<file path="src/jlsc_consts.vh">
// Constants for the link synchronisation controller: offsets, fields, reset values and counts.
`ifndef JLSC_CONSTS_VH
`define JLSC_CONSTS_VH

`define JLSC_ADDR_W        8
`define JLSC_LANES         4
`define JLSC_CNT_W         12

`define JLSC_OFF_CTRL      8'h00
`define JLSC_OFF_CFG       8'h04
`define JLSC_OFF_IRQ_EN    8'h08
`define JLSC_OFF_TX_STAT   8'h0c
`define JLSC_OFF_TX_ADJ    8'h10
`define JLSC_OFF_RX_ERR_A  8'h14
`define JLSC_OFF_RX_ERR_B  8'h18
`define JLSC_OFF_RX_STAT   8'h1c

`define JLSC_CTRL_LANE_SYNC   0
`define JLSC_CTRL_REINIT_DIS  1
`define JLSC_CTRL_SC_LO       2
`define JLSC_CTRL_SC_HI       3
`define JLSC_CTRL_TX_SWREQ    4
`define JLSC_CTRL_RX_SWREQ    5
`define JLSC_CTRL_TX_HOLD     6
`define JLSC_CTRL_RX_HOLD     7
`define JLSC_CTRL_RST         8'hc1

`define JLSC_CFG_RST          32'h0f03_0100

`define JLSC_IRQ_TX_REINIT    0
`define JLSC_IRQ_TX_ERRREP    1
`define JLSC_IRQ_RX_CGS       2
`define JLSC_IRQ_RX_FRAME     3
`define JLSC_IRQ_RX_LANE      4
`define JLSC_IRQ_EN_RST       5'h00

`define JLSC_K_NEEDED         3'h4
`define JLSC_ILAS_MF          2'h3
`define JLSC_ERR_F1_OCT       10'h004
`define JLSC_REINIT_ADD_OCT   12'h009
`define JLSC_OCT_PER_CYC      16'h0004

`define JLSC_SC0              2'h0
`define JLSC_SC2              2'h2

`endif

</file>
<file path="src/jlsc_lmfc_cnt.v">
// Multiframe counter with clear, run enable and wrap pulse.
`timescale 1ns/1ps
`default_nettype none
`include "jlsc_consts.vh"

module jlsc_lmfc_cnt
(
  input  wire                   i_ref_clk,
  input  wire                   i_rst_b,
  input  wire                   i_clear,
  input  wire                   i_run,
  input  wire [`JLSC_CNT_W-1:0] i_max,
  output wire [`JLSC_CNT_W-1:0] o_count,
  output wire                   o_wrap
);

  reg [`JLSC_CNT_W-1:0] count_reg;

  assign o_count = count_reg;
  assign o_wrap  = i_run && !i_clear && (count_reg == i_max);

  // Counts from zero up to the multiframe length minus one, then wraps.
  always @(posedge i_ref_clk)
  begin
    if (!i_rst_b || i_clear)
      count_reg <= {`JLSC_CNT_W{1'b0}};
    else if (i_run)
    begin
      if (count_reg >= i_max)
        count_reg <= {`JLSC_CNT_W{1'b0}};
      else
        count_reg <= count_reg + {{(`JLSC_CNT_W-1){1'b0}}, 1'b1};
    end
  end

endmodule
`default_nettype wire

</file>
<file path="src/jlsc_sync_ctrl.v">
// Transmit and receive link synchronisation control with its register port.
//
// Behaviour
// - TX multiframe counter (subclass 0 only) and lane alignment wait until every grouped link releases sync.
// - TX filters error pulses from raw sync, outputs it, uses the combined input.
// - RX releases deskewed data only when the buffer release offset is reached.
// - TX reinitialises when sync stays low over five frames plus nine octets.
// - RX requests sync on code group loss, frame or lane alignment error.
// - Both cores accept a software reinitialisation; RX then asserts sync.
// - TX software reinit sends K characters until the receiver asserts sync.
// - One control bit suppresses every hardware reinitialisation.
// - Hardware reinitialisation raises an interrupt when that error's enable is set.
// - Configuration is written while link reset holds; release starts operation.
// - Subclass 0 TX leaves code group sync on release, to lane alignment or data.
// - Subclass 1 and 2 TX need one sampled reference rising edge first.
// - Subclass 2 TX measures release phase; software adjust values go out in alignment.
// - RX holds sync low throughout reset.
// - RX releases sync only after enough K characters.
// - Subclass 1 and 2 RX also need a reference edge; it is timing master.
// - TX detects error reports of two frames, four when F is one, and interrupts.
// - Multiframe counter runs zero to F times K over four minus one.
// - Subclass 2 flags off-boundary release; direction zero at or below half count.
//
// Implementation choices: the register offsets and the address-and-strobe port.
`timescale 1ns/1ps
`default_nettype none
`include "jlsc_consts.vh"

module jlsc_sync_ctrl
(
  input  wire                    i_ref_clk,
  input  wire                    i_rst_b,
  input  wire [`JLSC_ADDR_W-1:0] i_addr,
  input  wire [31:0]             i_wdata,
  input  wire                    i_wr,
  input  wire                    i_rd,
  output reg  [31:0]             o_rdata,
  input  wire                    i_sysref,
  input  wire                    i_tx_sync_n,
  input  wire                    i_tx_mdev_sync_n,
  output wire                    o_tx_dev_sync_n,
  output wire [1:0]              o_tx_phase,
  output wire                    o_tx_lmfc_wrap,
  output wire                    o_tx_ilas_phadj,
  output wire                    o_tx_ilas_adjdir,
  output wire [7:0]              o_tx_ilas_adjcnt,
  output wire                    o_tx_irq,
  input  wire [`JLSC_LANES-1:0]  i_rx_lane_k,
  input  wire [`JLSC_LANES-1:0]  i_rx_lane_err,
  input  wire                    i_rx_frame_err,
  input  wire                    i_rx_lane_align_err,
  input  wire                    i_rx_lanes_arrived,
  output wire                    o_rx_sync_n,
  output wire                    o_rx_data_release,
  output wire                    o_rx_irq
);

  localparam [1:0] TX_CGS   = 2'h0;
  localparam [1:0] TX_ILAS  = 2'h1;
  localparam [1:0] TX_DATA  = 2'h2;
  localparam [1:0] TX_KWAIT = 2'h3;
  localparam       RX_INIT  = 1'b0;
  localparam       RX_DATA  = 1'b1;

  // Turns a write of ones into a clear, while a fresh event keeps its bit set.
  function [7:0] sticky;
    input [7:0] cur;
    input [7:0] set;
    input [7:0] clr;
    begin
      sticky = (cur & ~clr) | set;
    end
  endfunction

  reg  [7:0]             ctrl_reg;
  reg  [31:0]            cfg_reg;
  reg  [4:0]             irq_en_reg;
  reg  [9:0]             tx_adj_reg;
  reg  [7:0]             tx_flags_reg;
  reg  [7:0]             rx_error_status_a_reg;
  reg  [7:0]             rx_error_status_b_reg;
  reg  [1:0]             tx_state_reg;
  reg  [1:0]             tx_state_next;
  reg  [1:0]             ilas_mf_reg;
  reg  [15:0]            tx_low_oct_reg;
  reg                    tx_dev_sync_reg;
  reg                    mdev_q_reg;
  reg                    sysref_q_reg;
  reg                    tx_sref_seen_reg;
  reg                    rx_sref_seen_reg;
  reg                    phadj_reg;
  reg                    adjdir_reg;
  reg  [7:0]             adjcnt_reg;
  reg                    rx_state_reg;
  reg                    rx_sync_reg;
  reg                    rx_release_reg;
  reg  [2:0]             kcnt_reg [0:`JLSC_LANES-1];
  wire [`JLSC_LANES-1:0] lane_ok;
  wire [`JLSC_LANES-1:0] lane_act = cfg_reg[27:24];
  wire [1:0]             sc       = ctrl_reg[`JLSC_CTRL_SC_HI:`JLSC_CTRL_SC_LO];
  wire                   tx_hold  = ctrl_reg[`JLSC_CTRL_TX_HOLD];
  wire                   rx_hold  = ctrl_reg[`JLSC_CTRL_RX_HOLD];
  wire                   hw_dis   = ctrl_reg[`JLSC_CTRL_REINIT_DIS];
  wire [8:0]             f_val    = {1'b0, cfg_reg[7:0]} + 9'h001;
  wire [5:0]             k_val    = {1'b0, cfg_reg[12:8]} + 6'h01;
  wire [14:0]            fk       = f_val * k_val;
  wire [12:0]            mf_len   = fk[14:2];
  wire [12:0]            mf_max13 = mf_len - 13'h0001;
  wire [`JLSC_CNT_W-1:0] mf_max   = mf_max13[`JLSC_CNT_W-1:0];
  wire [9:0]             err_oct  = (f_val == 9'h001) ? `JLSC_ERR_F1_OCT : {f_val, 1'b0};
  wire [11:0]            f5       = {3'h0, f_val} * 12'h005;
  wire [11:0]            rein_oct = f5 + `JLSC_REINIT_ADD_OCT;
  wire                   wr_ctrl  = i_wr && (i_addr == `JLSC_OFF_CTRL);
  wire                   tx_swreq = wr_ctrl && i_wdata[`JLSC_CTRL_TX_SWREQ];
  wire                   rx_swreq = wr_ctrl && i_wdata[`JLSC_CTRL_RX_SWREQ];
  wire                   sref_re  = i_sysref && !sysref_q_reg;
  wire                   long_low = (tx_low_oct_reg > {4'h0, rein_oct});
  wire                   tx_err   = i_tx_sync_n && !long_low && (tx_low_oct_reg >= {6'h00, err_oct});
  wire                   tx_live  = (tx_state_reg == TX_ILAS) || (tx_state_reg == TX_DATA);
  wire                   tx_hwre  = tx_live && long_low && !hw_dis;
  wire                   tx_cnt_clr;
  wire                   tx_wrap;
  wire [`JLSC_CNT_W-1:0] tx_cnt;
  wire                   rx_wrap;
  wire [`JLSC_CNT_W-1:0] rx_cnt;
  wire                   rx_k_ok  = &lane_ok;
  wire [`JLSC_LANES-1:0] lane_bad = i_rx_lane_err & lane_act;
  wire                   rx_cgs_l = (rx_state_reg == RX_DATA) && (|lane_bad);
  wire                   rx_frm_e = (rx_state_reg == RX_DATA) && i_rx_frame_err;
  wire                   rx_ln_e  = (rx_state_reg == RX_DATA) && i_rx_lane_align_err;
  wire                   rx_hwre  = (rx_cgs_l || rx_frm_e || rx_ln_e) && !hw_dis;
  wire [7:0]             tx_set   = {6'h00, tx_err, tx_hwre};
  wire [7:0]             rxa_set  = {5'h00, rx_ln_e, rx_frm_e, rx_cgs_l};
  wire [7:0]             rxb_set  = {4'h0, lane_bad & {`JLSC_LANES{rx_state_reg == RX_DATA}}};

  ////////////////////////////////////////////////////////////////////////////////
  // Register port.

  always @(posedge i_ref_clk)
  begin
    if (!i_rst_b)
    begin
      ctrl_reg              <= `JLSC_CTRL_RST;
      cfg_reg               <= `JLSC_CFG_RST;
      irq_en_reg            <= `JLSC_IRQ_EN_RST;
      tx_adj_reg            <= 10'h000;
      tx_flags_reg          <= 8'h00;
      rx_error_status_a_reg <= 8'h00;
      rx_error_status_b_reg <= 8'h00;
      o_rdata               <= 32'h0000_0000;
    end
    else
    begin
      if (wr_ctrl)
        ctrl_reg <= {i_wdata[7:6], 2'h0, i_wdata[3:0]};
      if (i_wr && (i_addr == `JLSC_OFF_CFG) && tx_hold && rx_hold)
        cfg_reg <= i_wdata;
      if (i_wr && (i_addr == `JLSC_OFF_IRQ_EN))
        irq_en_reg <= i_wdata[4:0];
      if (i_wr && (i_addr == `JLSC_OFF_TX_ADJ))
        tx_adj_reg <= {i_wdata[15:8], i_wdata[1:0]};
      tx_flags_reg <= sticky(tx_flags_reg, tx_set,
                             (i_wr && i_addr == `JLSC_OFF_TX_STAT) ? i_wdata[7:0] : 8'h00);
      rx_error_status_a_reg <= sticky(rx_error_status_a_reg, rxa_set,
                                      (i_wr && i_addr == `JLSC_OFF_RX_ERR_A) ? i_wdata[7:0] : 8'h00);
      rx_error_status_b_reg <= sticky(rx_error_status_b_reg, rxb_set,
                                      (i_wr && i_addr == `JLSC_OFF_RX_ERR_B) ? i_wdata[7:0] : 8'h00);
      o_rdata <= 32'h0000_0000;
      if (i_rd)
      begin
        case (i_addr)
          `JLSC_OFF_CTRL:     o_rdata <= {24'h000000, ctrl_reg};
          `JLSC_OFF_CFG:      o_rdata <= cfg_reg;
          `JLSC_OFF_IRQ_EN:   o_rdata <= {27'h0000000, irq_en_reg};
          `JLSC_OFF_TX_STAT:  o_rdata <= {8'h00, adjcnt_reg, 3'h0, tx_sref_seen_reg, adjdir_reg, phadj_reg,
                                          tx_state_reg, 6'h00, tx_flags_reg[1:0]};
          `JLSC_OFF_TX_ADJ:   o_rdata <= {16'h0000, tx_adj_reg[9:2], 6'h00, tx_adj_reg[1:0]};
          `JLSC_OFF_RX_ERR_A: o_rdata <= {24'h000000, rx_error_status_a_reg};
          `JLSC_OFF_RX_ERR_B: o_rdata <= {24'h000000, rx_error_status_b_reg};
          `JLSC_OFF_RX_STAT:  o_rdata <= {28'h0000000, rx_release_reg, rx_sref_seen_reg,
                                          rx_sync_reg, rx_state_reg};
          default:            o_rdata <= 32'h0000_0000;
        endcase
      end
    end
  end

  ////////////////////////////////////////////////////////////////////////////////
  // Transmit sync filter, error report and reference edge tracking.

  always @(posedge i_ref_clk)
  begin
    if (!i_rst_b || tx_hold)
    begin
      tx_low_oct_reg   <= 16'h0000;
      tx_dev_sync_reg  <= 1'b0;
      mdev_q_reg       <= 1'b0;
      sysref_q_reg     <= 1'b0;
      tx_sref_seen_reg <= 1'b0;
    end
    else
    begin
      if (i_tx_sync_n)
        tx_low_oct_reg <= 16'h0000;
      else if (tx_low_oct_reg < 16'hfff0)
        tx_low_oct_reg <= tx_low_oct_reg + `JLSC_OCT_PER_CYC;
      tx_dev_sync_reg <= !(long_low && !i_tx_sync_n);
      mdev_q_reg      <= i_tx_mdev_sync_n;
      sysref_q_reg    <= i_sysref;
      if (sref_re)
        tx_sref_seen_reg <= 1'b1;
    end
  end

  ////////////////////////////////////////////////////////////////////////////////
  // Transmit state machine and subclass 2 phase measurement.

  assign tx_cnt_clr = ((sc == `JLSC_SC0) && (tx_state_reg == TX_CGS) && !i_tx_mdev_sync_n) ||
                      ((sc == 2'h1) && sref_re);

  jlsc_lmfc_cnt u_tx_lmfc
  (
    .i_ref_clk (i_ref_clk),
    .i_rst_b   (i_rst_b && !tx_hold),
    .i_clear   (tx_cnt_clr),
    .i_run     (1'b1),
    .i_max     (mf_max),
    .o_count   (tx_cnt),
    .o_wrap    (tx_wrap)
  );

  always @*
  begin
    tx_state_next = tx_state_reg;
    case (tx_state_reg)
      TX_CGS:
      begin
        if (i_tx_mdev_sync_n && ((sc == `JLSC_SC0) || (tx_sref_seen_reg && tx_wrap)))
          tx_state_next = ctrl_reg[`JLSC_CTRL_LANE_SYNC] ? TX_ILAS : TX_DATA;
      end
      TX_ILAS:
      begin
        if (tx_wrap && (ilas_mf_reg == `JLSC_ILAS_MF))
          tx_state_next = TX_DATA;
      end
      TX_DATA:
        tx_state_next = TX_DATA;
      TX_KWAIT:
      begin
        if (!i_tx_mdev_sync_n)
          tx_state_next = TX_CGS;
      end
      default:
        tx_state_next = TX_CGS;
    endcase
    if (tx_hwre)
      tx_state_next = TX_CGS;
    if (tx_swreq)
      tx_state_next = TX_KWAIT;
  end

  always @(posedge i_ref_clk)
  begin
    if (!i_rst_b || tx_hold)
    begin
      tx_state_reg <= TX_CGS;
      ilas_mf_reg  <= 2'h0;
      phadj_reg    <= 1'b0;
      adjdir_reg   <= 1'b0;
      adjcnt_reg   <= 8'h00;
    end
    else
    begin
      tx_state_reg <= tx_state_next;
      if (tx_state_reg != TX_ILAS)
        ilas_mf_reg <= 2'h0;
      else if (tx_wrap)
        ilas_mf_reg <= ilas_mf_reg + 2'h1;
      if ((sc == `JLSC_SC2) && (tx_state_reg == TX_CGS) && i_tx_mdev_sync_n && !mdev_q_reg)
      begin
        if (tx_cnt == {`JLSC_CNT_W{1'b0}})
          phadj_reg <= 1'b0;
        else
        begin
          phadj_reg <= 1'b1;
          if ({tx_cnt, 1'b0} <= mf_len)
          begin
            adjdir_reg <= 1'b0;
            adjcnt_reg <= tx_cnt[7:0];
          end
          else
          begin
            adjdir_reg <= 1'b1;
            adjcnt_reg <= mf_len[7:0] - tx_cnt[7:0];
          end
        end
      end
    end
  end

  assign o_tx_dev_sync_n  = tx_dev_sync_reg;
  assign o_tx_phase       = (tx_state_reg == TX_KWAIT) ? TX_CGS : tx_state_reg;
  assign o_tx_lmfc_wrap   = tx_wrap;
  assign o_tx_ilas_phadj  = tx_adj_reg[0];
  assign o_tx_ilas_adjdir = tx_adj_reg[1];
  assign o_tx_ilas_adjcnt = tx_adj_reg[9:2];
  assign o_tx_irq         = |(tx_flags_reg[1:0] & irq_en_reg[1:0]);

  ////////////////////////////////////////////////////////////////////////////////
  // Receive K character counting per lane.

  genvar g;
  generate
    for (g = 0; g < `JLSC_LANES; g = g + 1)
    begin : g_lane
      always @(posedge i_ref_clk)
      begin
        if (!i_rst_b || rx_hold || i_rx_lane_err[g] || !i_rx_lane_k[g])
          kcnt_reg[g] <= 3'h0;
        else if (kcnt_reg[g] != `JLSC_K_NEEDED)
          kcnt_reg[g] <= kcnt_reg[g] + 3'h1;
      end
      assign lane_ok[g] = !lane_act[g] || (kcnt_reg[g] == `JLSC_K_NEEDED);
    end
  endgenerate

  ////////////////////////////////////////////////////////////////////////////////
  // Receive sync request and buffer release.

  jlsc_lmfc_cnt u_rx_lmfc
  (
    .i_ref_clk (i_ref_clk),
    .i_rst_b   (i_rst_b && !rx_hold),
    .i_clear   ((sc == 2'h1) && sref_re),
    .i_run     (1'b1),
    .i_max     (mf_max),
    .o_count   (rx_cnt),
    .o_wrap    (rx_wrap)
  );

  always @(posedge i_ref_clk)
  begin
    if (!i_rst_b || rx_hold)
    begin
      rx_state_reg     <= RX_INIT;
      rx_sync_reg      <= 1'b0;
      rx_sref_seen_reg <= 1'b0;
      rx_release_reg   <= 1'b0;
    end
    else
    begin
      if (sref_re)
        rx_sref_seen_reg <= 1'b1;
      case (rx_state_reg)
        RX_INIT:
        begin
          rx_release_reg <= 1'b0;
          if (rx_k_ok && ((sc == `JLSC_SC0) || (rx_sref_seen_reg && rx_wrap)))
          begin
            rx_state_reg <= RX_DATA;
            rx_sync_reg  <= 1'b1;
          end
        end
        RX_DATA:
        begin
          if (rx_hwre || rx_swreq)
          begin
            rx_state_reg   <= RX_INIT;
            rx_sync_reg    <= 1'b0;
            rx_release_reg <= 1'b0;
          end
          else if (i_rx_lanes_arrived && (rx_cnt == {4'h0, cfg_reg[23:16]}))
            rx_release_reg <= 1'b1;
        end
        default:
          rx_state_reg <= RX_INIT;
      endcase
    end
  end

  assign o_rx_sync_n       = rx_sync_reg;
  assign o_rx_data_release = rx_release_reg;
  assign o_rx_irq          = |(rx_error_status_a_reg[2:0] & irq_en_reg[4:2]);

endmodule
`default_nettype wire

</file>
<file path="config.mk">
export PLATFORM = sky130hd
export DESIGN_NAME = jlsc_sync_ctrl
export DESIGN_NICKNAME = d
export VERILOG_FILES = /design/src/jlsc_lmfc_cnt.v /design/src/jlsc_sync_ctrl.v
export VERILOG_INCLUDE_DIRS = /design/src
export SDC_FILE = /design/constraint.sdc
export NUM_CORES = 1
export LEC_CHECK = 0
export ABC_AREA = 1
export BUFFER_PORTS_ARGS = -buffer_cell sky130_fd_sc_hd__buf_2
export CAP_MARGIN = 20
export CELL_PAD_IN_SITES_DETAIL_PLACEMENT = 1
export CELL_PAD_IN_SITES_GLOBAL_PLACEMENT = 1
export CORE_MARGIN = 10
export CORE_UTILIZATION = 40
export CTS_CLUSTER_DIAMETER = 80
export DETAILED_ROUTE_END_ITERATION = 8
export PLACE_DENSITY_LB_ADDON = 0.1
export SYNTH_ARGS = -nofsm -noshare
export SYNTH_HDL_FRONTEND = slang
export SYNTH_SLANG_ARGS = --single-unit
</file>
<file path="constraint.sdc">
create_clock -name i_ref_clk -period 6.7 [get_ports i_ref_clk]
set_input_delay 0 -clock i_ref_clk [delete_from_list [all_inputs] [get_ports i_ref_clk]]
set_output_delay 0 -clock i_ref_clk [all_outputs]
set_load 0.005 [all_outputs]
</file>
# Word-level counts from Yosys, hierarchy flattened
# Memories as Yosys holds them, arrays and structs flattened.
# Cells that the tools add are included.
[totals]
in_bits = 58
ram_bits = 12
elab_cells = 244
ff_bits = 171
mem_count = 1
out_inout_bits = 50
[mem_list]
columns = ["memory", "words", "word_bits", "read_ports", "rd_clocked_by_memory_dff", "write_ports", "line", "text"]
rows = [
  ["kcnt_reg", 4, 3, 4, 0, 4, "jlsc_sync_ctrl.v:97", "reg [2:0] kcnt_reg [0:`JLSC_LANES-1];"],
]
[op_classes]
addsub = 13
mul = 2
n_eq_ne = 32
order_cmp = 6
n_mux = 49
bitwise_logic = 19
reduce_logical = 98
[ops]
columns = ["cell", "count"]
rows = [
  ["32-bit one-hot mux with 8 select lines", 1],
  ["1-bit logical AND", 37],
  ["8-bit by 5-bit equality test with 1-bit output (second input constant)", 4],
  ["8-bit 2-to-1 mux", 4],
  ["1-bit 2-to-1 mux", 28],
  ["12-bit by 1-bit adder with 12-bit output (second input constant)", 2],
  ["8-bit AND", 3],
  ["12-bit equality test", 2],
  ["12-bit greater-or-equal comparator", 2],
  ["8-bit inverter", 3],
  ["1-bit logical OR", 23],
  ["1-bit zero test", 22],
  ["16-bit by 3-bit adder with 16-bit output (second input constant)", 1],
  ["8-bit by 4-bit equality test with 1-bit output (second input constant)", 2],
  ["16-bit by 10-bit greater-or-equal comparator with 1-bit output", 1],
  ["16-bit by 12-bit greater-than comparator with 1-bit output", 1],
  ["16-bit less-than comparator (second input constant)", 1],
  ["9-bit by 6-bit multiplier with 15-bit output", 1],
  ["2-bit 2-to-1 mux", 7],
  ["13-bit less-or-equal comparator", 1],
  ["12-bit by 4-bit adder with 12-bit output (second input constant)", 1],
  ["3-bit by 1-bit adder with 3-bit output (second input constant)", 4],
  ["12-bit by 8-bit equality test with 1-bit output", 1],
  ["3-bit equality test (second input constant)", 4],
  ["37 further kinds", 63],
]

# Logic depth before layout (Yosys ltp)
# Gate-level depths: netlist of the first run.
[depth]
depth_word = 13
depth_mapped = 39
depth_no_buf = 39

# Hierarchy
# Synthesis of the first run repeated with hierarchy kept, for this count alone.
[hier_totals]
cells_unflattened = 1591
hier_area_um2 = 11890.2
[by_module_without_submodules]
columns = ["module", "seq_area_each_um2", "area_per_inst_um2", "n_inst", "cells_each"]
rows = [
  ["jlsc_sync_ctrl", 3143.0, 10050.9, 1, 1335],
  ["jlsc_lmfc_cnt", 240.2, 919.6, 2, 128],
]

# Least setup slack after synthesis of the first run
# OpenSTA, ideal clock, no wires.
[synth_path]
kind = "register to register"
from = "reg cfg_reg[0]"
to = "reg tx_state_reg[0]"
n_path_buf = 0
required_ns = 6.643
setup_ns = 0.057
path_slack_ns = 0.699
stages_incl_launch_ff = 40
arrival_ns = 5.944
path_cell_list = "dfxtp_1 ha_1 nand3_1 nor2_1 nand2_1 nand2_1 nand2_1 inv_1 nand2_1 fa_1 inv_1 fa_1 inv_1 fa_1 inv_1 ha_1 nand2_1 inv_1 [... 4 more ...] xor2_1 inv_2 nor2_2 nand4_1 xnor2_1 ha_1 nand2_1 nor2_1 nand3_1 nor2_1 inv_1 o211ai_1 nand4_1 inv_1 nand3_1 nand3_1 nand2_1 inv_1"
[synth_via]
elab_chain_len = 10
word_cells_on_any_way = 20
classes_between = "add/sub (3); mul (2); order compare (1); eq/ne (4); mux (2); reduce/logical (8)"
[synth_lines]
columns = ["element", "line", "text"]
rows = [
  ["start: declaration", "jlsc_sync_ctrl.v:76", "reg [31:0] cfg_reg;"],
  ["start signal: assignment", "jlsc_sync_ctrl.v:144", "cfg_reg <= `JLSC_CFG_RST;"],
  ["start signal: assignment", "jlsc_sync_ctrl.v:157", "cfg_reg <= i_wdata;"],
  ["8-bit by 1-bit adder with 9-bit output *", "jlsc_sync_ctrl.v:104", "wire [8:0] f_val = {1'b0, cfg_reg[7:0]} + 9'h001;"],
  ["9-bit by 6-bit multiplier with 15-bit output *", "jlsc_sync_ctrl.v:106", "wire [14:0] fk = f_val * k_val;"],
  ["12-bit by 1-bit subtractor with 12-bit output *", "jlsc_sync_ctrl.v:108", "wire [12:0] mf_max13 = mf_len - 13'h0001;"],
  ["12-bit equality test *", "jlsc_lmfc_cnt.v:20", "assign o_wrap = i_run && !i_clear && (count_reg == i_max);"],
  ["1-bit logical AND *", "jlsc_lmfc_cnt.v:20", ""],
  ["net o_tx_lmfc_wrap", "jlsc_sync_ctrl.v:43", "output wire o_tx_lmfc_wrap,"],
  ["1-bit logical AND", "jlsc_sync_ctrl.v:238", "if (i_tx_mdev_sync_n && ((sc == `JLSC_SC0) || (tx_sref_seen_reg && tx_wrap)))"],
  ["1-bit logical OR", "jlsc_sync_ctrl.v:238", ""],
  ["1-bit logical AND", "jlsc_sync_ctrl.v:238", ""],
  ["4-bit by 3-bit inequality test with 1-bit output (no source line)", "-", ""],
  ["3-bit AND reduction (no source line) *", "-", ""],
  ["end signal: assignment", "jlsc_sync_ctrl.v:274", "tx_state_reg <= tx_state_next;"],
  ["end: declaration", "jlsc_sync_ctrl.v:82", "reg [1:0] tx_state_reg;"],
]
# Mark *: on every way through the listed nets, which the timed path passes. The rest lies on a longest branch.
# A chain may end at the register's enable or synchronous reset.

# Final worst setup path of the first run
[layout_path]
from = "reg cfg_reg[8]"
to = "reg tx_state_reg[1]"
[layout_via]
elab_chain_len = 10
word_cells_on_any_way = 12
classes_between = "add/sub (2); mul (1); eq/ne (3); reduce/logical (6)"
[layout_lines]
columns = ["element", "line", "text"]
rows = [
  ["5-bit by 1-bit adder with 6-bit output *", "jlsc_sync_ctrl.v:105", "wire [5:0] k_val = {1'b0, cfg_reg[12:8]} + 6'h01;"],
  ["9-bit by 6-bit multiplier with 15-bit output *", "jlsc_sync_ctrl.v:106", ""],
  ["12-bit by 1-bit subtractor with 12-bit output *", "jlsc_sync_ctrl.v:108", ""],
  ["12-bit equality test *", "jlsc_lmfc_cnt.v:20", ""],
  ["1-bit logical AND *", "jlsc_lmfc_cnt.v:20", ""],
  ["1-bit logical AND", "jlsc_sync_ctrl.v:238", ""],
  ["1-bit logical OR", "jlsc_sync_ctrl.v:238", ""],
  ["1-bit logical AND", "jlsc_sync_ctrl.v:238", ""],
  ["4-bit by 3-bit inequality test with 1-bit output (no source line)", "-", ""],
  ["3-bit AND reduction (no source line) *", "-", ""],
]
# Mark *: on every way between the ends. The rest lies on a longest branch, timed or not.

==> results.cfg, run 1 <==
[outcome]
outcome = finished, final reports clean

[sta]
max_freq_ghz = 0.161
tightest_slew_ns = 0.924
maxSlewViolCount = 0
fin_crit_sh_pct = 92.7
skew_ns = 0.0136
setup_viol = 0
hold_slack_ns = 0.0156
slew_headroom_pct = 38.4
period_needed_ns = 6.21
hold_viol = 0

[logic_synthesis]
synth_area_um2 = 11500
syn_area_per_cell_um2 = 7.53
synth_flop_cell = dfxtp_1
synth_area_leader_cell = dfxtp_1
synth_cell_type_count = 59
synthCells = 1533
synth_area_leaders = dfxtp_1, ha_1, nand2_1
yosysMostFrequentCell = nand2_1
synth_fp_nets = 1749
synth-seq-cells = 175
yosys_warnings = 0
yosys.area.top_type_share_pct = 28.3
ys_seq_area_share_pct = 31.4
synth_common_cells = nand2_1, inv_1, nor2_1
synth_async_sr_flop_share_pct = 0
synth-edff-count = 12

[global_route]
grt_pass1_vias = 11300
grt_pass1_wl_um = 59000
grt_max_degree = 56
track_usage_pct = 20.3
overflow = 0
antenna_found_initial = 0

[floorplanning]
die_height_um = 190
rows = 62
die_w_um = 190
fp.dieArea_um2 = 36100
initial_core_util_pct = 40.3
core-area_um2 = 28600
ioPinCount = 108

[placement]
place_hpwl_um = 29200
place_congestion = 0.870
io_buffer_count = 107
dp_cells = 2012
place_area_um2 = 12600

[worst_setup_path]
worstSetupPathType = reg -> reg
slowest_stage = fa_1
max_stage_delay_ns = 0.54
endpoint_kind = flop
path_buf_inv = 7
cp_top_family = adder cells
crit_fanout = 5
cp_data_required_time_ns = 7.08
crit_arrival_ns = 6.60
worst_setup_path_start_kind = flop

[route]
vias_per_cell = 5.14
ant_nets = 0
drc = 0
dr.pass1.iters = 5
wirelength_um = 37000
wl_per_cell_um = 17.7
drtIter0Drc = 538
dr_total_vias = 10700

[clock_network]
cts_tree = built
cts-root-buf = clkbuf_16
ctsLongestPathBuffers = 2
htree_levels = 4
cts_buffers = 17
cts_sinks = 175
clk_latency_ns = 0.44
cts.clk_slew.worst_paths_ns = 0.07

[worst_hold_path]
hp-class = in -> reg

[finish]
area_growth_pct = 18.7
drive_above_1_share_pct = 12.9
nFillCells = 3613
fin_cells = 2091
nets = 1910
diodes = 0
fin_area_um2 = 13700
post-route-util_pct = 47.9

[power_and_ir_drop]
p_total_mw = 2.18
irDropWorstVdd_uv = 164
leakagePower_nw = 6.45
powerDensity_nw_per_um2 = 159

[run]
drv_cap = 0
## tightest hold or removal path, stage by stage
cell and delay, ns:
buf_2 0.10, nor2_2 0.13, nand3_1 0.11, a21oi_1 0.06
## layer usage
metal | track usage, % | vias up | share of wire [%]
met5 | 0 | - | 0
met3 | 2.93 | 34 | 2.4
met2 | 36.0 | 138 | 51
met4 | 4.88 | 0 | 1.5
met1 | 25.2 | 5228 | 45
li1 | - | 5338 | -
## through the flow
| step | TNS, ns | setup slack [ns] |
|---|---|---|
| floorplan | 0 | 0.699 |
| global placement | 0 | 0.449 |
| detailed placement | 0 | 0.0446 |
| CTS | 0 | 0.0265 |
| global route | -0.0618 | -0.0295 |
| finish | 0 | 0.487 |
## worst paths after layout
path / start / end / slack [ns] / cells after the start
hold reg to reg: cfg_reg[30] / o_rdata[30] / 0.45 / 2
setup reg to reg: cfg_reg[8] / tx_state_reg[1] / 0.49 / 35
hold / removal: i_addr[4] / o_rdata[19] / 0.02 / 4
setup / recovery: cfg_reg[8] / tx_state_reg[1] / 0.49 / 35
## cell type report
type	count	area, µm²	share of cell area (%)
Multi-Input combinational cell	1084	6950	50.7
Sequential cell	175	3630	26.5
Timing Repair Buffer	171	1130	8.23
Inverter	245	922	6.73
Tap cell	384	480	3.51
Clock buffer	19	443	3.23
Clock inverter	13	153	1.11
## report_power, final
group | switching [mW] | internal [mW] | leakage, nW
clock | 0.469 | 0.571 | 0.293
sequential | 0.000747 | 1.05 | 1.46
combinational | 0.0506 | 0.0413 | 4.70
## layout by cell type (no fill, tap or decap), drive strengths merged, types with 6 or more instances in the layout
master         n
nand2        267
inv          249
nor2         189
dfxtp        163
ha           127
buf          126
a21oi        106
o21ai         87
nand3         77
dlygate4sd3   45
xor2          36
fa            31
nand4         30
nor3          29
xnor2         20
clkbuf        19
o211ai        15
edfxtp        12
a221oi        11
o22ai          7
or2            7
nor3b          6
clkinv         6
## logic make-up (layout without fill, tap and decap cells)
kind of cell    Yosys count  after routing  share of synthesized area, %
buf+inv                 274            448                          9.05
compound gates          257            257                          12.8
simple gates            613            613                          23.3
flops                   175            175                          31.4
fa+ha+maj               158            158                          19.1
xor+xnor                 56             56                          4.31
## repair_timing
action                                 in CTS  in global routing
setup buffers                               0                  2
endpoints found under the hold margin      86                  0
setup endpoints to repair                   0                 31
resized for setup                           0                 25
hold buffers                               45                  0
No activity file was read; power rests on OpenSTA's default activity.
==> run 2: changes to the inputs <==
Settings changed: HOLD_SLACK_MARGIN from default to 0.06.
==> run 2 against run 1 <==
Effect of this change:
- power hardly changed
- critical path type unchanged
- via count rose by 0.39%
- largest power group unchanged
- utilization rose by 0.17 points
- flip-flop and latch count did not move
- cell count rose by 0.33%
- largest cell class unchanged
- cell area is 0.35% higher
- routed wire length is 0.72% higher
- count of clock-buffer cells in the layout stayed put
- non-clock buffer count up 4
==> results.cfg, run 2 (synthesized netlist as in run 1, its figures left out) <==
[placement]
place_hpwl_um = 29200
dp_cells = 2012
place_area_um2 = 12600
place_congestion = 0.870
io_buffer_count = 107

[worst_setup_path]
cp_data_required_time_ns = 7.09
rr_worst_depth = 35
slowest_stage = fa_1
worst_setup_path_start_kind = flop
crit_fanout = 5
path_buf_inv = 7
endpoint_kind = flop
cp.depth = 35
worstSetupPathType = reg -> reg
cp_top_family = adder cells
crit_arrival_ns = 6.61
max_stage_delay_ns = 0.54

[run]
drv_cap = 0

[sta]
period_needed_ns = 6.22
tightest_slew_ns = 0.931
max_freq_ghz = 0.161
skew_ns = 0.0138
maxSlewViolCount = 0
hold_viol = 0
setup_viol = 0
setup-tns-final_ns = 0
hold_slack_ns = 0.0656
fin_crit_sh_pct = 92.8
slew_headroom_pct = 37.9

[route]
ant_nets = 0
vias_per_cell = 5.14
dr_total_vias = 10800
wl_per_cell_um = 17.8
drc = 0
wirelength_um = 37300
drtIter0Drc = 521
dr.pass1.iters = 4

[power_and_ir_drop]
netSwitchingFraction_pct = 23.8
p_total_mw = 2.18
irDropWorstVdd_uv = 166
power.switching_mw = 0.520
power.internal_mw = 1.66
power.share.clock_pct = 47.6
p_comb_share_pct = 4.3
powerDensity_nw_per_um2 = 159
leakagePower_nw = 6.47
sequentialPowerShare_pct = 48.1

[global_route]
overflow = 0
grt_pass1_wl_um = 59300
grt_max_degree = 56
antenna_found_initial = 2
grt_pass1_vias = 11300
track_usage_pct = 20.4

[clock_network]
cts.clk_slew.worst_paths_ns = 0.07
cts_buffers = 17
cts_sinks = 175
cts-root-buf = clkbuf_16
clk_latency_ns = 0.44
htree_levels = 4
cts_tree = built
ctsLongestPathBuffers = 2

[outcome]
outcome = finished, final reports clean

[finish]
area_growth_pct = 19.1
fin_cells = 2098
mostFrequentLayoutCell = nand2_1
drive_above_1_share_pct = 12.9
final_cell_mix = nand2_1, inv_1, nor2_1
fin_area_um2 = 13800
nets = 1914

[floorplanning]
die_w_um = 190
fp.dieArea_um2 = 36100
die_height_um = 190
initial_core_util_pct = 40.3
core-area_um2 = 28600
rows = 62
ioPinCount = 108

[worst_hold_path]
holdPathStages = 6
hp-class = in -> reg
[run 2: cell count changes in the layout (fill, tap and decap cells not counted)]
cell / previous run / this run
diode_2: 0 / 3
dlygate4sd3_1: 45 / 49
[run 2: power groups by stage]
stage	clock, mW	sequential (mW)	combinational, mW
2_1_floorplan	0	1.07	0.0337
3_3_place_gp	0	1.08	0.0672
3_5_place_dp	0	1.08	0.0688
4_1_cts	1.06	1.05	0.0915
5_1_grt	1.10	1.05	0.102
6_report	1.04	1.05	0.0935
[run 2: timing repair]
action	in CTS	in global routing
endpoints found under the hold margin	125	0
endpoints found under the setup margin	0	31
gates resized for setup	0	25
buffers inserted	0	2
hold buffers	49	0
[run 2: stage by stage]
| stage | setup slack (ns) | utilization, % |
|---|---|---|
| after floorplan | 0.699 | - |
| after global placement | 0.449 | 43.9 |
| after detailed placement | 0.0446 | 43.9 |
| after CTS | 0.0265 | 47.7 |
| after global routing | -0.0287 | 48.0 |
| final | 0.481 | 48.1 |
[run 2: worst paths after layout]
check / from / endpoint / slack (ns)
hold reg to reg: cfg_reg[30] / o_rdata[30] / 0.45
setup reg to reg: cfg_reg[9] / tx_state_reg[1] / 0.48
hold / removal: i_addr[7] / o_rdata[5] / 0.07
setup / recovery: cfg_reg[9] / tx_state_reg[1] / 0.48
[run 2: area by class of cell]
| cell class | instances | area [µm²] |
|---|---|---|
| Tap cell | 384 | 480 |
| Clock inverter | 13 | 153 |
| Antenna cell | 3 | 7.51 |
| Timing Repair Buffer | 175 | 1170 |
| Clock buffer | 19 | 443 |
| Multi-Input combinational cell | 1084 | 6950 |
| Fill cell | 3606 | 14900 |
| Inverter | 245 | 922 |
| Sequential cell | 175 | 3630 |
[run 2: routing by layer]
layer  vias to the layer above  part of all wire (%)  GRT usage, %
met5                         -                     0             0
met2                       123                    50          35.9
met1                      5265                    46          25.3
li1                       5347                     -             -
met3                        45                   1.9          2.87
met4                         0                   2.0          5.86
[run 2: worst min-delay path, cell delays in order]
cell and delay [ns]:
buf_2 0.08, nor3_1 0.05, inv_2 0.08, nor3_2 0.12, nand2_1 0.10, inv_1 0.03
==> run 3: changes to the inputs <==
Settings changed: CORE_MARGIN 10 to default.
==> run 3 against run 2 <==
Effect of this change:
- worst setup slack is essentially flat
- register-to-register slack is essentially flat
- routed wire length shrank 3.7%
- cell count shrank 0.24%
- largest power group unchanged
- critical path type unchanged
- first-iteration DRC count shrank 1.7%
- critical endpoint is now u_rx_lmfc.o_count[2]
- critical path depth shrank 6
- flip-flop and latch count is the same
- via count shrank 0.36%
- die area shrank 18%
- combinational power shrank 0.6%
- global-route usage grew 4.8 points
==> results.cfg, run 3 (synthesized netlist as in run 1, its figures left out) <==
[floorplanning]
rows = 61
initial_core_util_pct = 41.1
ioPinCount = 108
core-area_um2 = 28100
die_w_um = 172
fp.dieArea_um2 = 29600
die_height_um = 172

[sta]
skew_ns = 0.0149
hold_viol = 0
period_needed_ns = 6.22
max_freq_ghz = 0.161
fin_ws_ns = 0.481
setup-tns-final_ns = 0
maxSlewViolCount = 0
setup_viol = 0
slew_headroom_pct = 41.3
tightest_slew_ns = 0.878
fin_crit_sh_pct = 92.8

[global_route]
overflow = 0
grt_pass1_wl_um = 57900
track_usage_pct = 25.2
grt_max_degree = 56
grt_pass1_vias = 11100
antenna_found_initial = 1

[worst_setup_path]
worst_setup_path_start_kind = flop
max_stage_delay_ns = 0.55
crit_arrival_ns = 6.58
rr_worst_depth = 29
r2r_end = u_rx_lmfc.o_count[2]
rr_startpoint = cfg_reg[0]
endpoint_kind = flop
slowest_stage = fa_1
crit_fanout = 12
worstSetupPathType = reg -> reg
cp_data_required_time_ns = 7.06
rrSetupSlack_ns = 0.48
crit_top_cell = nand2_1

[finish]
fin_area_um2 = 13800
mostFrequentLayoutCell = nand2_1
drive_above_1_share_pct = 12.7
area_growth_pct = 19.1
nets = 1916
final_cell_mix = nand2_1, inv_1, nor2_1

[clock_network]
htree_levels = 4
ctsLongestPathBuffers = 2
cts_sinks = 175
clk_latency_ns = 0.45
cts_tree = built
cts_buffers = 17
cts-root-buf = clkbuf_16
cts.clk_slew.worst_paths_ns = 0.07

[route]
drc = 0
drtIter0Drc = 512
wl_per_cell_um = 17.1
dr_total_vias = 10700
dr.pass1.iters = 5
ant_nets = 0
wirelength_um = 35900
vias_per_cell = 5.13

[worst_hold_path]
min_to = tx_flags_reg[1]
hp-class = in -> reg
holdPathStages = 4
hp-start = i_wr

[power_and_ir_drop]
powerDensity_nw_per_um2 = 159
p_total_mw = 2.19
irDropWorstVdd_uv = 174
leakagePower_nw = 6.48

[run]
drv_cap = 0

[placement]
place_area_um2 = 12600
io_buffer_count = 107
place_hpwl_um = 28000
place_ws_ns = 0.165
place_congestion = 0.867

[outcome]
outcome = finished, final reports clean
## run 3: final cells by class
class                   count  area (µm²)
fillers                  3586       14300
multi-input cells        1084        6940
flip-flops and latches    175        3630
repair buffers            177        1190
inverters                 245         920
well taps                 378         473
clock buffers              19         458
clock inverters            13         144
diodes                      2        5.00
## run 3: worst max path at each step
stage / startpoint / slack [ns] / cells past startpoint / endpoint
floorplan: cfg_reg[0] / 0.70 / 39 / tx_state_reg[0]
global placement: cfg_reg[0] / 0.46 / 38 / tx_state_reg[1]
CTS: cfg_reg[0] / 0.12 / 38 / tx_state_reg[0]
finish: cfg_reg[0] / 0.48 / 29 / u_rx_lmfc.o_count[2]
global route: cfg_reg[10] / -0.02 / 36 / tx_state_reg[0]
detailed placement: cfg_reg[0] / 0.17 / 39 / tx_state_reg[1]
## run 3: stage by stage
| step | cells | util (%) | hold WS, ns |
|---|---|---|---|
| 2_1_floorplan | 1533 | - | 0.112 |
| 3_3_place_gp | 2007 | 44.7 | 0.225 |
| 3_5_place_dp | 2007 | 44.7 | 0.225 |
| 4_1_cts | 2090 | 48.7 | 0.0847 |
| 5_1_grt | 2092 | 49.0 | 0.140 |
| 6_report | 2093 | 49.0 | 0.104 |
## run 3: where the power goes
group	internal (mW)	leakage, nW	switching, mW
clock	0.554	0.292	0.490
sequential	1.05	1.46	0.000756
combinational	0.0427	4.72	0.0501
total	1.65	6.48	0.541
## run 3: what timing repair did
item,4_1_cts,5_1_grt
hold buffers,51,0
setup endpoints to repair,0,19
setup buffers,0,1
gates resized for setup,0,21
endpoints found under the hold margin,126,0
## run 3: worst max-delay path: cells and delay by family (launching register included)
family / cells / cell delay, ns
fa+ha+maj: 6 / 2.44
simple gates: 13 / 1.80
xor+xnor: 2 / 0.69
compound gates: 3 / 0.43
flops: 1 / 0.39
buf+inv: 5 / 0.38
## run 3: routing by layer
| metal | part of all wire (%) | track usage (%) | up-vias | wire length (µm) |
|---|---|---|---|---|
| li1 | - | - | 5350 | - |
| met1 | 46 | 32.2 | 5177 | 16500 |
| met2 | 50 | 44.4 | 162 | 17800 |
| met3 | 2.3 | 2.47 | 52 | 839 |
| met4 | 2.0 | 8.12 | 0 | 705 |
| met5 | 0 | 0 | - | 0 |
